**src/sfl_pkg.sv**
```systemverilog
// Constants and types shared by the serial flash read and latch command front-end.
package sfl_pkg;
   localparam int NDIE = 2;
   localparam int SYNC_W = 10;
   // Synchroniser reset value: select reads as deselected, clock and lanes low.
   localparam logic [9:0] SYNC_RST = 10'h200;
   localparam logic [7:0] OP_READ = 8'h03;
   localparam logic [7:0] OP_FAST = 8'h0B;
   localparam logic [7:0] OP_DOUT = 8'h3B;
   localparam logic [7:0] OP_DIO = 8'hBB;
   localparam logic [7:0] OP_QOUT = 8'h6B;
   localparam logic [7:0] OP_QIO = 8'hEB;
   localparam logic [7:0] OP_DTR_FAST = 8'h0D;
   localparam logic [7:0] OP_DTR_DOUT = 8'h3D;
   localparam logic [7:0] OP_DTR_DIO = 8'hBD;
   localparam logic [7:0] OP_DTR_QOUT = 8'h6D;
   localparam logic [7:0] OP_DTR_QIO = 8'hED;
   localparam logic [7:0] OP_QWORD = 8'hE7;
   localparam logic [7:0] OP_WREN = 8'h06;
   localparam logic [7:0] OP_WRDI = 8'h04;
   localparam logic [7:0] OP_CLRFLG = 8'h50;
   localparam logic [7:0] OP_RDSR = 8'h05;
   localparam logic [7:0] OP_RDFSR = 8'h70;
   localparam logic [7:0] OP_RDNV = 8'hB5;
   localparam logic [7:0] OP_RDVC = 8'h85;
   localparam logic [7:0] OP_RDEV = 8'h65;
   localparam logic [1:0] PROTO_EXT = 2'h0;
   localparam logic [1:0] PROTO_DUAL = 2'h1;
   localparam logic [1:0] PROTO_QUAD = 2'h2;
   localparam logic [2:0] W1 = 3'h1;
   localparam logic [2:0] W2 = 3'h2;
   localparam logic [2:0] W4 = 3'h4;
   localparam logic [3:0] QWORD_DUMMY = 4'h4;
   localparam logic [3:0] NO_DUMMY = 4'h0;
   localparam logic [4:0] CMD_BITS = 5'h08;
   localparam logic [4:0] ADDR_BITS = 5'h18;
   localparam logic [3:0] BYTE_BITS = 4'h8;
   localparam logic [1:0] NV_BYTES = 2'h2;
   localparam logic [7:0] ZERO_BYTE = 8'h00;
   typedef enum logic [2:0] {ST_IDLE, ST_CMD, ST_ADDR, ST_DUMMY, ST_DATA, ST_WAITDS, ST_IGNORE} sfl_state_t;
   typedef enum logic [2:0] {SRC_MEM, SRC_SR, SRC_FSR, SRC_NV, SRC_VC, SRC_EV} sfl_src_t;
endpackage

```
**src/sfl_lane_if.sv**
```systemverilog
// Per-die output control passed from the command engine to a lane driver.
`timescale 1ns/10ps
interface sfl_lane_if;
   logic adv;
   logic load;
   logic [7:0] byte_d;
   logic [2:0] wid;
   logic drive;
   modport ctl (output adv, output load, output byte_d, output wid, output drive);
   modport drv (input adv, input load, input byte_d, input wid, input drive);
endinterface

```
**src/sfl_sync.sv**
```systemverilog
// Two-flop synchroniser for select, serial clock and data lanes.
`timescale 1ns/10ps
module sfl_sync (
   input wire logic clk_i,
   input wire logic rst_b_i,
   input wire logic ce_i,
   input wire logic [sfl_pkg::SYNC_W-1:0] d_i,
   output logic [sfl_pkg::SYNC_W-1:0] q_o
);
   generate
      for (genvar i = 0; i < sfl_pkg::SYNC_W; i++) begin : g_bit
         logic m_q;
         always_ff @(posedge clk_i) begin
            if (!rst_b_i) begin
               m_q <= sfl_pkg::SYNC_RST[i];
               q_o[i] <= sfl_pkg::SYNC_RST[i];
            end else if (ce_i) begin
               m_q <= d_i[i];
               q_o[i] <= m_q;
            end
         end
      end
   endgenerate
endmodule

```
**src/sfl_lane_drv.sv**
```systemverilog
// Output shifter for one die: places a byte on one, two or four of its lanes.
`timescale 1ns/10ps
module sfl_lane_drv (
   input wire logic clk_i,
   input wire logic rst_b_i,
   input wire logic ce_i,
   sfl_lane_if.drv lif,
   output logic [3:0] lane_o,
   output logic [3:0] oe_o
);
   logic [7:0] sh_q;
   logic [7:0] sh_d;
   logic [3:0] lane_d;
   logic [3:0] oe_d;
   logic [3:0] mask;

   assign sh_d = lif.load ? lif.byte_d : (lif.adv ? sh_q << lif.wid : sh_q);
   // Single-lane output leaves on lane 1 so that lane 0 stays an input.
   assign lane_d = (lif.wid == sfl_pkg::W1) ? {2'h0, sh_d[7], 1'b0} :
                   (lif.wid == sfl_pkg::W2) ? {2'h0, sh_d[7:6]} : sh_d[7:4];
   assign mask = (lif.wid == sfl_pkg::W1) ? 4'h2 : (lif.wid == sfl_pkg::W2) ? 4'h3 : 4'hF;
   assign oe_d = lif.drive ? mask : 4'h0;

   always_ff @(posedge clk_i) begin
      if (!rst_b_i) begin
         sh_q <= 8'h00;
         lane_o <= 4'h0;
         oe_o <= 4'h0;
      end else if (ce_i) begin
         sh_q <= sh_d;
         lane_o <= lane_d;
         oe_o <= oe_d;
      end
   end
endmodule

```
**src/sfl_top.sv**
```systemverilog
// Serial flash command front-end: array reads, write enable latch and register reads.
//
// What this block does
// Select low, opcode, address; deselect ends reads.
// Three address bytes, bits 23 to 0.
// First address bit sampled on rising clock.
// Start anywhere, address increments per byte.
// Past top address, wrap to zero.
// Decode single-rate array read opcodes.
// DTR opcodes always double rate.
// Word read: even address, four dummies.
// Word read ignored in dual and DTR.
// Host raises select after eighth bit.
// Late deselect discards latch commands.
// 06h sets latch, 04h clears it.
// Protection error keeps latch; clear-flag clears.
// Register reads use protocol lane sets.
// Status and flag status readable anytime.
// Nonvolatile read: 16 bits then zeros.
// Nonvolatile value least significant byte first.
// Volatile register reads repeat one byte.
// Fast read dummy count is configurable.
// Lanes driven only during data output.
// Both dice answer on own lanes.
`timescale 1ns/10ps
module sfl_top (
   input wire logic SYS_CLK_I,
   input wire logic RST_B_I,
   input wire logic CLK_EN_I,
   input wire logic SEL_B_I,
   input wire logic SCLK_I,
   input wire logic [7:0] LANE_I,
   output logic [7:0] LANE_O,
   output logic [7:0] LANE_OE_O,
   input wire logic [1:0] PROTO_I,
   input wire logic DTR_EN_I,
   input wire logic [3:0] DUMMY_CYC_I,
   input wire logic PROT_ERR_I,
   input wire logic [7:0] STATUS_I,
   input wire logic [7:0] FLAG_I,
   input wire logic [15:0] NVCFG_I,
   input wire logic [7:0] VCFG_I,
   input wire logic [7:0] EVCFG_I,
   output logic [23:0] MEM_ADDR_O,
   input wire logic [15:0] MEM_DATA_I,
   output logic WEL_O,
   output logic CLR_FLAG_O
);
   // ----------------------------------------
   // Pin synchronisation and edge detection
   // ----------------------------------------
   logic [sfl_pkg::SYNC_W-1:0] syn;
   logic sel_s;
   logic sclk_s;
   logic [7:0] lane_s;
   logic sclk_p_q;
   logic rise;
   logic fall;

   sfl_sync u_sync (
      .clk_i(SYS_CLK_I),
      .rst_b_i(RST_B_I),
      .ce_i(CLK_EN_I),
      .d_i({SEL_B_I, SCLK_I, LANE_I}),
      .q_o(syn)
   );

   assign sel_s = syn[9];
   assign sclk_s = syn[8];
   assign lane_s = syn[7:0];
   assign rise = sclk_s & ~sclk_p_q;
   assign fall = ~sclk_s & sclk_p_q;

   // ----------------------------------------
   // Engine state
   // ----------------------------------------
   sfl_pkg::sfl_state_t st_q, st_d;
   sfl_pkg::sfl_src_t src_q, src_d, src_nx;
   logic [4:0] cnt_q, cnt_d;
   logic [7:0] op_q, op_d, op_nx;
   logic [23:0] addr_q, addr_d, addr_nx, sh_nx;
   logic ddr_q, ddr_d;
   logic [2:0] awid_q, awid_d, dwid_q, dwid_d;
   logic [3:0] dum_q, dum_d, bcnt_q, bcnt_d;
   logic [1:0] nvix_q, nvix_d;
   logic drv_q, drv_d;
   logic wel_q, wel_d, clr_q;

   // Shifts one sample of the die-0 lanes into a word, lane 3 or 1 most significant.
   function automatic logic [23:0] shin(input logic [23:0] v, input logic [2:0] w, input logic [3:0] l);
      logic [23:0] r;
      r = {v[19:0], l};
      if (w == sfl_pkg::W1) begin
         r = {v[22:0], l[0]};
      end else if (w == sfl_pkg::W2) begin
         r = {v[21:0], l[1:0]};
      end
      return r;
   endfunction

   // ----------------------------------------
   // Command decode
   // ----------------------------------------
   logic ext;
   logic [2:0] pwid;
   logic smp;
   logic cmd_end;
   logic addr_end;
   logic op2a, op4a, op2d, op4d;
   logic rd_mem, rd_reg, wr_op, dtr_op, ign_qw;
   logic [2:0] aw_nx, dw_nx;
   logic [3:0] dm_nx;
   logic adv, load, drive, exec;
   logic [7:0] reg_b;

   assign ext = PROTO_I == sfl_pkg::PROTO_EXT;
   assign pwid = (PROTO_I == sfl_pkg::PROTO_QUAD) ? sfl_pkg::W4 :
                 (PROTO_I == sfl_pkg::PROTO_DUAL) ? sfl_pkg::W2 : sfl_pkg::W1;
   // Rising edges always sample; double rate adds falls, but never before the first address bit, which rises.
   assign smp = rise | (ddr_q & fall & ~((st_q == sfl_pkg::ST_ADDR) & (cnt_q == 5'h00)));
   assign sh_nx = shin({16'h0000, op_q}, pwid, lane_s[3:0]);
   assign op_nx = sh_nx[7:0];
   assign addr_nx = shin(addr_q, awid_q, lane_s[3:0]);
   assign cmd_end = (cnt_q + 5'(pwid)) == sfl_pkg::CMD_BITS;
   assign addr_end = (cnt_q + 5'(awid_q)) == sfl_pkg::ADDR_BITS;

   assign rd_mem = op_nx inside {sfl_pkg::OP_READ, sfl_pkg::OP_FAST, sfl_pkg::OP_DOUT, sfl_pkg::OP_DIO,
                                 sfl_pkg::OP_QOUT, sfl_pkg::OP_QIO, sfl_pkg::OP_DTR_FAST,
                                 sfl_pkg::OP_DTR_DOUT, sfl_pkg::OP_DTR_DIO, sfl_pkg::OP_DTR_QOUT,
                                 sfl_pkg::OP_DTR_QIO, sfl_pkg::OP_QWORD};
   assign dtr_op = op_nx inside {sfl_pkg::OP_DTR_FAST, sfl_pkg::OP_DTR_DOUT, sfl_pkg::OP_DTR_DIO,
                                 sfl_pkg::OP_DTR_QOUT, sfl_pkg::OP_DTR_QIO};
   assign rd_reg = op_nx inside {sfl_pkg::OP_RDSR, sfl_pkg::OP_RDFSR, sfl_pkg::OP_RDNV,
                                 sfl_pkg::OP_RDVC, sfl_pkg::OP_RDEV};
   assign wr_op = op_nx inside {sfl_pkg::OP_WREN, sfl_pkg::OP_WRDI, sfl_pkg::OP_CLRFLG};
   // Word read has no double-rate form and is not decoded under the dual protocol.
   assign ign_qw = (op_nx == sfl_pkg::OP_QWORD) & ((PROTO_I == sfl_pkg::PROTO_DUAL) | DTR_EN_I);

   assign op2a = op_nx inside {sfl_pkg::OP_DIO, sfl_pkg::OP_DTR_DIO};
   assign op4a = op_nx inside {sfl_pkg::OP_QIO, sfl_pkg::OP_DTR_QIO, sfl_pkg::OP_QWORD};
   assign op2d = op2a | (op_nx inside {sfl_pkg::OP_DOUT, sfl_pkg::OP_DTR_DOUT});
   assign op4d = op4a | (op_nx inside {sfl_pkg::OP_QOUT, sfl_pkg::OP_DTR_QOUT});
   assign aw_nx = !ext ? pwid : op4a ? sfl_pkg::W4 : op2a ? sfl_pkg::W2 : sfl_pkg::W1;
   assign dw_nx = !ext ? pwid : op4d ? sfl_pkg::W4 : op2d ? sfl_pkg::W2 : sfl_pkg::W1;
   assign dm_nx = (op_nx == sfl_pkg::OP_READ) ? sfl_pkg::NO_DUMMY :
                  (op_nx == sfl_pkg::OP_QWORD) ? sfl_pkg::QWORD_DUMMY : DUMMY_CYC_I;
   assign src_nx = (op_nx == sfl_pkg::OP_RDSR) ? sfl_pkg::SRC_SR :
                   (op_nx == sfl_pkg::OP_RDFSR) ? sfl_pkg::SRC_FSR :
                   (op_nx == sfl_pkg::OP_RDNV) ? sfl_pkg::SRC_NV :
                   (op_nx == sfl_pkg::OP_RDVC) ? sfl_pkg::SRC_VC : sfl_pkg::SRC_EV;

   // ----------------------------------------
   // Data phase controls
   // ----------------------------------------
   // Output moves on the falling edge, and on both edges at double rate.
   assign adv = (st_q == sfl_pkg::ST_DATA) & ~sel_s & (fall | (ddr_q & rise));
   assign load = adv & (bcnt_q == sfl_pkg::BYTE_BITS);
   assign drive = (st_q == sfl_pkg::ST_DATA) & (drv_q | adv) & ~sel_s;
   // A latch command only runs when select rises with nothing clocked past its opcode.
   assign exec = (st_q == sfl_pkg::ST_WAITDS) & sel_s;
   // Status and flag status are sampled afresh for every byte, so they track a busy device.
   assign reg_b = (src_q == sfl_pkg::SRC_SR) ? STATUS_I :
                  (src_q == sfl_pkg::SRC_FSR) ? FLAG_I :
                  (src_q == sfl_pkg::SRC_VC) ? VCFG_I :
                  (src_q == sfl_pkg::SRC_EV) ? EVCFG_I :
                  (nvix_q == 2'h0) ? NVCFG_I[7:0] :
                  (nvix_q == 2'h1) ? NVCFG_I[15:8] : sfl_pkg::ZERO_BYTE;

   always_comb begin
      st_d = st_q;
      cnt_d = cnt_q;
      op_d = op_q;
      addr_d = addr_q;
      ddr_d = ddr_q;
      awid_d = awid_q;
      dwid_d = dwid_q;
      dum_d = dum_q;
      src_d = src_q;
      bcnt_d = bcnt_q;
      nvix_d = nvix_q;
      drv_d = drv_q;
      if (sel_s) begin
         st_d = sfl_pkg::ST_IDLE;
         drv_d = 1'b0;
      end else begin
         unique case (st_q)
            sfl_pkg::ST_IDLE: begin
               st_d = sfl_pkg::ST_CMD;
               cnt_d = 5'h00;
               op_d = 8'h00;
               ddr_d = DTR_EN_I;
            end
            sfl_pkg::ST_CMD: begin
               if (smp) begin
                  op_d = op_nx;
                  cnt_d = cnt_q + 5'(pwid);
               end
               if (smp && cmd_end) begin
                  bcnt_d = sfl_pkg::BYTE_BITS;
                  nvix_d = 2'h0;
                  if (rd_mem && !ign_qw) begin
                     st_d = sfl_pkg::ST_ADDR;
                     cnt_d = 5'h00;
                     awid_d = aw_nx;
                     dwid_d = dw_nx;
                     dum_d = dm_nx;
                     ddr_d = DTR_EN_I | dtr_op;
                     src_d = sfl_pkg::SRC_MEM;
                  end else if (rd_reg) begin
                     st_d = sfl_pkg::ST_DATA;
                     dwid_d = pwid;
                     src_d = src_nx;
                  end else if (wr_op) begin
                     st_d = sfl_pkg::ST_WAITDS;
                  end else begin
                     st_d = sfl_pkg::ST_IGNORE;
                  end
               end
            end
            sfl_pkg::ST_ADDR: begin
               if (smp) begin
                  addr_d = addr_nx;
                  cnt_d = cnt_q + 5'(awid_q);
                  if (addr_end) begin
                     cnt_d = 5'h00;
                     st_d = (dum_q == sfl_pkg::NO_DUMMY) ? sfl_pkg::ST_DATA : sfl_pkg::ST_DUMMY;
                  end
               end
            end
            sfl_pkg::ST_DUMMY: begin
               // Dummies are counted in whole clocks, also at double rate.
               if (rise) begin
                  cnt_d = cnt_q + 5'h01;
                  if ((cnt_q + 5'h01) == {1'b0, dum_q}) begin
                     st_d = sfl_pkg::ST_DATA;
                  end
               end
            end
            sfl_pkg::ST_DATA: begin
               if (adv) begin
                  drv_d = 1'b1;
                  bcnt_d = load ? {1'b0, dwid_q} : bcnt_q + {1'b0, dwid_q};
               end
               if (load && src_q == sfl_pkg::SRC_MEM) begin
                  addr_d = addr_q + 24'h00_0001;
               end
               if (load && src_q == sfl_pkg::SRC_NV && nvix_q != sfl_pkg::NV_BYTES) begin
                  nvix_d = nvix_q + 2'h1;
               end
            end
            sfl_pkg::ST_WAITDS: begin
               if (smp) begin
                  st_d = sfl_pkg::ST_IGNORE;
               end
            end
            sfl_pkg::ST_IGNORE: begin
               st_d = sfl_pkg::ST_IGNORE;
            end
         endcase
      end
   end

   // Write disable cannot drop the latch while a protection error stands.
   assign wel_d = (exec && op_q == sfl_pkg::OP_WREN) ? 1'b1 :
                  (exec && op_q == sfl_pkg::OP_WRDI && !PROT_ERR_I) ? 1'b0 :
                  (exec && op_q == sfl_pkg::OP_CLRFLG) ? 1'b0 : wel_q;

   // ----------------------------------------
   // Registers
   // ----------------------------------------
   always_ff @(posedge SYS_CLK_I) begin
      if (!RST_B_I) begin
         st_q <= sfl_pkg::ST_IDLE;
         src_q <= sfl_pkg::SRC_MEM;
         cnt_q <= 5'h00;
         op_q <= 8'h00;
         addr_q <= 24'h00_0000;
         ddr_q <= 1'b0;
         awid_q <= sfl_pkg::W1;
         dwid_q <= sfl_pkg::W1;
         dum_q <= sfl_pkg::NO_DUMMY;
         bcnt_q <= sfl_pkg::BYTE_BITS;
         nvix_q <= 2'h0;
         drv_q <= 1'b0;
      end else if (CLK_EN_I) begin
         st_q <= st_d;
         src_q <= src_d;
         cnt_q <= cnt_d;
         op_q <= op_d;
         addr_q <= addr_d;
         ddr_q <= ddr_d;
         awid_q <= awid_d;
         dwid_q <= dwid_d;
         dum_q <= dum_d;
         bcnt_q <= bcnt_d;
         nvix_q <= nvix_d;
         drv_q <= drv_d;
      end
   end

   always_ff @(posedge SYS_CLK_I) begin
      if (!RST_B_I) begin
         sclk_p_q <= 1'b0;
         wel_q <= 1'b0;
         clr_q <= 1'b0;
      end else if (CLK_EN_I) begin
         sclk_p_q <= sclk_s;
         wel_q <= wel_d;
         clr_q <= exec && op_q == sfl_pkg::OP_CLRFLG;
      end
   end

   assign MEM_ADDR_O = addr_q;
   assign WEL_O = wel_q;
   assign CLR_FLAG_O = clr_q;

   // ----------------------------------------
   // Per-die lane drivers
   // ----------------------------------------
   // Both dice share one command engine; each returns its own array byte on its own lanes, and both return the same register byte.
   generate
      for (genvar d = 0; d < sfl_pkg::NDIE; d++) begin : g_die
         sfl_lane_if lif ();
         logic [7:0] mem_b;
         assign mem_b = MEM_DATA_I[8*d +: 8];
         assign lif.adv = adv;
         assign lif.load = load;
         assign lif.wid = dwid_q;
         assign lif.drive = drive;
         assign lif.byte_d = (src_q == sfl_pkg::SRC_MEM) ? mem_b : reg_b;
         sfl_lane_drv u_drv (
            .clk_i(SYS_CLK_I),
            .rst_b_i(RST_B_I),
            .ce_i(CLK_EN_I),
            .lif(lif),
            .lane_o(LANE_O[4*d +: 4]),
            .oe_o(LANE_OE_O[4*d +: 4])
         );
      end
   endgenerate
endmodule

```
**config.mk**
```make
export PLATFORM = sky130hd
export DESIGN_NAME = sfl_top
export DESIGN_NICKNAME = d
export VERILOG_FILES = /design/src/sfl_pkg.sv /design/src/sfl_lane_if.sv /design/src/sfl_sync.sv /design/src/sfl_lane_drv.sv /design/src/sfl_top.sv
export SDC_FILE = /design/constraint.sdc
export NUM_CORES = 1
export LEC_CHECK = 0
export ABC_CLOCK_PERIOD_IN_PS = 4300
export BUFFER_PORTS_ARGS = -buffer_cell sky130_fd_sc_hd__buf_2
export CORE_ASPECT_RATIO = 1.4
export CORE_MARGIN = 3
export CORE_UTILIZATION = 55
export CTS_CLUSTER_DIAMETER = 200
export DETAILED_ROUTE_END_ITERATION = 12
export GPL_TIMING_DRIVEN = 1
export PLACE_DENSITY = 0.76
export SLEW_MARGIN = 20
export SYNTH_ARGS = -nofsm -noshare
export SYNTH_HDL_FRONTEND = slang
export SYNTH_HIERARCHICAL = 1
export SYNTH_SLANG_ARGS = --single-unit
```
**constraint.sdc**
```tcl
create_clock -name SYS_CLK_I -period 4.3 [get_ports SYS_CLK_I]
set_clock_uncertainty 0.1 [all_clocks]
set_input_delay 0.86 -clock SYS_CLK_I [delete_from_list [all_inputs] [get_ports SYS_CLK_I]]
set_output_delay 0.86 -clock SYS_CLK_I [all_outputs]
set_load 0.005 [all_outputs]
```
**Word-level counts from Yosys, hierarchy flattened**

Index checks and enable logic that the tools add are counted.

- Add/sub/neg operators: 6
- Eq/ne operators: 62
- Shifts and indexed selects: 2
- Multiplexer cells: 81
- Bitwise logic cells: 24
- Reductions and logical operators: 47

Operator list:

| cell | number |
|---|---|
| 8-bit 2-to-1 mux | 15 |
| 24-bit 2-to-1 mux | 4 |
| 3-bit 2-to-1 mux | 21 |
| 8-bit == test (second input constant) | 7 |
| 8-bit by 7-bit == test with 1-bit output (second input constant) | 6 |
| 4-bit 2-to-1 mux | 12 |
| 24-bit case mux with 2 select lines | 1 |
| 8-bit by 3-bit == test with 1-bit output (second input constant) | 5 |
| 5-bit AND reduction | 7 |
| 5-bit 2-to-1 mux | 6 |
| 24-bit by 1-bit adder with 24-bit output (second input constant) | 1 |
| 3-bit by 2-bit == test with 1-bit output (second input constant) | 7 |
| 5-bit case mux with 4 select lines | 1 |
| 2-bit nonzero test | 10 |
| 3-bit by 2-bit inequality test with 1-bit output (second input constant) | 6 |
| 3-bit case mux with 6 select lines | 1 |
| 8-bit by 4-bit == test with 1-bit output (second input constant) | 2 |
| 8-bit by 6-bit == test with 1-bit output (second input constant) | 2 |
| 8-bit case mux with 2 select lines | 1 |
| 8-bit by 3-bit << shifter with 8-bit output | 2 |
| 3-bit by 1-bit == test with 1-bit output (second input constant) | 5 |
| 3-bit == test (second input constant) | 5 |
| 2-bit 2-to-1 mux | 7 |
| 2-bit inequality test (second input constant) | 7 |
| other kinds (34) | 81 |

- Bits in registers: 104
- Input bits: 85
- Output and inout bits: 42
- Word-level logic and storage cells: 256

**Depth between registers and ports, before layout**

- Depth in word-level cells: 14
- Depth in mapped cells: 15
- Depth with buffers taken out: 13

**By module**

Netlist, hierarchy kept.

Modules (own cells, without submodules):

| module | instances | cells each | area each (µm²) | seq. area each (µm²) |
|---|---|---|---|---|
| sfl_top | 1 | 848 | 5,977.0 | 1,281.2 |
| sfl_lane_drv | 2 | 95 | 935.9 | 300.3 |
| sfl_sync | 1 | 64 | 750.7 | 400.4 |

**Worst setup path after synthesis**

Ideal clock, no wire load.

- Path kind: in2reg
- Start: input port PROTO_I[0]
- End: register bcnt_q[1]
- Setup time: 0.070 ns
- Arrival: 3.875 ns
- Data required time: 4.130 ns
- Path slack: 0.255 ns
- Cell stages on the path: 14
- Path buffers: 1
- Cell sequence: inv_1 > ha_1 > clkbuf_1 > inv_1 > ha_1 > inv_1 > fa_1 > nand2b_1 > a31oi_1 > o2111ai_1 > o21ai_0 > o211ai_1 > a2111o_1 > a21oi_1

- Longest elaborated chain between the ends: 8
- Elaborated cells between the ends (all ways): 9
- Classes of those cells: add/sub (1); eq/ne (4); mux (2); reduce/logical (2)

Ends and longest elaborated chain:

| what | RTL line | text |
|---|---|---|
| start: declaration | sfl_top.sv:35 | `input wire logic [1:0] PROTO_I,` |
| 2-bit by 1-bit == test with 1-bit output | sfl_top.sv:118 | `(PROTO_I == sfl_pkg::PROTO_DUAL) ? sfl_pkg::W2 : sfl_pkg::W1;` |
| 2-bit 2-to-1 mux | sfl_top.sv:118 |  |
| 3-bit 2-to-1 mux (*) | sfl_top.sv:117 | `assign pwid = (PROTO_I == sfl_pkg::PROTO_QUAD) ? sfl_pkg::W4 :` |
| 5-bit by 3-bit adder with 5-bit output (*) | sfl_top.sv:124 | `assign cmd_end = (cnt_q + 5'(pwid)) == sfl_pkg::CMD_BITS;` |
| 5-bit by 4-bit == test with 1-bit output (*) | sfl_top.sv:124 |  |
| 1-bit logical AND (*) | sfl_top.sv:198 | `if (smp && cmd_end) begin` |
| 2-bit inequality test (no line) (*) | n/a |  |
| 5-bit AND reduction (no line) (*) | n/a |  |
| end signal: assignment | sfl_top.sv:282 | `bcnt_q <= sfl_pkg::BYTE_BITS;` |
| end signal: assignment | sfl_top.sv:295 | `bcnt_q <= bcnt_d;` |
| end: declaration | sfl_top.sv:84 | `logic [3:0] dum_q, dum_d, bcnt_q, bcnt_d;` |

Mark *: on every way between the ends. The rest lies on a longest branch, timed or not.
A chain may end at the register's enable or synchronous reset.

**Worst setup path after layout**

Same ends and word-level chain as after synthesis.

==> metrics.md <==
| Metric | Value |
|---|---|
| Outcome | `finished clean` |
| Drt first pass iters | `6` |
| GP Congestion | `0.9352` |
| Grt met2 use | `50.09%` |
| Max-slew violations | `0` |
| Mapped cell area | `8309 µm²` |
| Post-Route WL | `24.03 mm` |
| CTS Root Cell | `clkbuf_16` |
| Setup TNS | `0 ns` |
| Actual slew at the worst max-slew pin | `0.9725 ns` |
| H-Tree Depth | `3` |
| Syn_nets | `1185` |
| Tmin final | `3.834 ns` |
| Layout cells sized above 1 | `17.14%` |
| Met3 usage | `3.881%` |
| Period Utilization, post-route | `89.17%` |
| First-pass GRT wire length | `38.40 mm` |
| Worst min-delay path category | `reg -> reg` |
| Final std cells w/o fill | `1350` |
| DR vias | `8493` |
| CP Launch Point | `PROTO_I[0]` |
| Worst Setup EP | `bcnt_q[1]$_SDFFE_PN0P_` |
| Final worst slack | `0.4656 ns` |
| Mapped Cells | `1078` |
| Synth Warn # | `6` |
| Crit Path Class | `in -> reg` |
| Synth-to-Final Area Change | `11.20%` |
| Initial Utilization | `56.76%` |
| Power Dens Cells | `226.6 nW/µm²` |
| Antenna Nets Post-Route | `0` |
| Final HPWL DP | `17.13 mm` |
| Worst reg2reg path depth | `8` |
| Clock buffer depth | `2` |
| Fin. Hold Viols | `0` |
| Routed wire per std cell | `17.80 µm` |
| Total grt overflow | `0` |
| Gate power share | `12.3%` |
| Slew HR | `35.08%` |
| DRC errors left | `0` |
| GR Util All Layers | `28.71%` |
| Core area | `14640 µm²` |
| Worst r2r src | `st_q[2]$_SDFFE_PN0P_` |
| Io pins | `127` |
| Layout Nets | `1263` |
| Mean area per synthesized cell | `7.708 µm²` |
| Setup violators final | `0` |
| Initial DRC count | `736` |
| Sw frac | `27.70%` |
| Initial antenna violation count | `0` |
| Min-Delay Startpoint | `g_die[0].u_drv/lane_o[2]$_SDFFE_PN0P_` |
| WP data arrival | `4.02 ns` |
| Pint | `0.001514 W` |
| Sequential power share | `48.3%` |
| CP Launch Type | `input pin` |
| Total leakage power | `3.530 nW` |
| Setup WS pre-CTS | `0.1466 ns` |
| WHS | `0.3560 ns` |
| Largest net degree at the start of global routing | `47` |
| Post-cts resize count | `0` |
| Placed instance count | `1334` |
| Max VDD drop | `0.2739 mV` |
| Worst Path Required | `4.49 ns` |
| Die area | `16640 µm²` |
| RSZ-0062 raised after global routing | `no` |
| Max cap viols | `0` |
| GRT met1 Usage | `33.94%` |
| Gr busiest metal | `met2` |
| CTS clk-pin slew, worst paths | `0.08 ns` |
| FP Rows | `52` |
| CTS tree | `done` |
| Clock share of power | `39.4%` |
| Reg2Reg Setup Slack | `0.85 ns` |
| Worst-path fanout max | `5` |
| Vias/cell | `6.291` |
| Critical Path End Type | `register` |
| Vias in the first global route | `7997` |
| PortBufs | `122` |
| Die height | `151.4 µm` |
| Net Sw Power | `0.0005799 W` |
| R2R Path End | `g_die[1].u_drv/lane_o[0]$_SDFFE_PN0P_` |
| CTS Buf Count | `9` |
| Cts-stage hold buffer count | `0` |
| Sink Count | `106` |
| Worst skew pair latency | `0.37 ns` |
| F_max | `260.8 MHz` |
| Number of setup buffers added after CTS | `0` |
| Ant. Diodes | `0` |
| Chip width | `109.9 µm` |
power by group through the flow:
stage / clock [W] / combinational, W / sequential [W]
5_1_grt: 0.000861 / 0.000283 / 0.00101
6_report: 0.000824 / 0.000258 / 0.00101
3_5_place_dp: 0 / 0.000252 / 0.00103
3_3_place_gp: 0 / 0.000248 / 0.00103
4_1_cts: 0.000834 / 0.000254 / 0.00101
2_1_floorplan: 0 / 0.000176 / 0.00102
how the worst min path moves through the flow:
stage                                                  to  slack [ns]  cells past startpoint
floorplan                      u_sync/q_o[9]$_SDFFE_PN1P_        0.34                      2
global placement    g_die[0].u_drv/lane_o[2]$_SDFFE_PN0P_        0.34                      2
detailed placement  g_die[0].u_drv/lane_o[2]$_SDFFE_PN0P_        0.34                      2
CTS                 g_die[1].u_drv/lane_o[2]$_SDFFE_PN0P_        0.36                      2
global route          g_die[0].u_drv/oe_o[0]$_SDFFE_PN0P_        0.39                      2
finish              g_die[0].u_drv/lane_o[2]$_SDFFE_PN0P_        0.36                      2
cells in the final DEF (no fill, tap or decap), drive strengths merged, types with 10 or more instances in the layout:
| master | instances |
|---|---|
| nor2b | 21 |
| buf | 146 |
| nor3 | 38 |
| nor2 | 110 |
| a211oi | 27 |
| nand3 | 26 |
| o21ai | 59 |
| a21oi | 98 |
| nor3b | 14 |
| a22oi | 21 |
| nand2 | 109 |
| inv | 42 |
| or3 | 10 |
| o22ai | 12 |
| mux4 | 10 |
| nand4 | 18 |
| a31oi | 10 |
| dfxtp | 106 |
| mux2i | 58 |
| clkbuf | 10 |
| ha | 19 |
| o211ai | 16 |
| nand2b | 18 |
flip-flops by register name (all words and copies together), names as in the netlist, 2 cells and up:
signal and cells:
u_sync/g_bit.m_q 6, dwid_q 3, g_die.u_drv/sh_q 16, dum_q 4
g_die.u_drv/oe_o 6, nvix_q 2, MEM_ADDR_O 24, cnt_q 5
u_sync/q_o 6, src_q 3, awid_q 3, st_q 3
g_die.u_drv/lane_o 8, bcnt_q 4, op_q 8
per-stage QoR:
step,total power (W),util (%),area (µm²)
2_1_floorplan,0.001201,-,8309
3_3_place_gp,0.001280,61.13,8949
3_5_place_dp,0.001286,61.13,8949
4_1_cts,0.002099,63.09,9235
5_1_grt,0.002157,63.12,9240
6_report,0.002093,63.12,9240
critical path: stages:
cell       delay [ns]
buf_2            0.10
inv_1            0.06
ha_1             0.30
inv_1            0.14
ha_1             0.18
inv_1            0.05
fa_1             0.39
xor2_1           0.24
and3b_1          0.20
o2111ai_1        0.27
o21ai_0          0.27
buf_4            0.17
o211ai_1         0.20
a2111o_1         0.44
a21oi_1          0.14
area by class of cell:
cell class	count	area [µm²]
Multi-Input combinational cell	854	5658
Fill cell	1354	5399
Sequential cell	106	2122
Timing Repair Buffer	146	790.8
Clock buffer	10	239.0
Tap cell	189	236.5
Inverter	39	146.4
Clock inverter	6	47.55
per-layer routing:
layer	share of wire [%]	up-vias	wire length, µm
met4	3.4	0	827
met2	50	316	12050
met5	0	-	0
met3	6.0	56	1441
met1	40	3969	9714
li1	-	4152	-
Note: power is estimated with default switching activity, not from simulation.
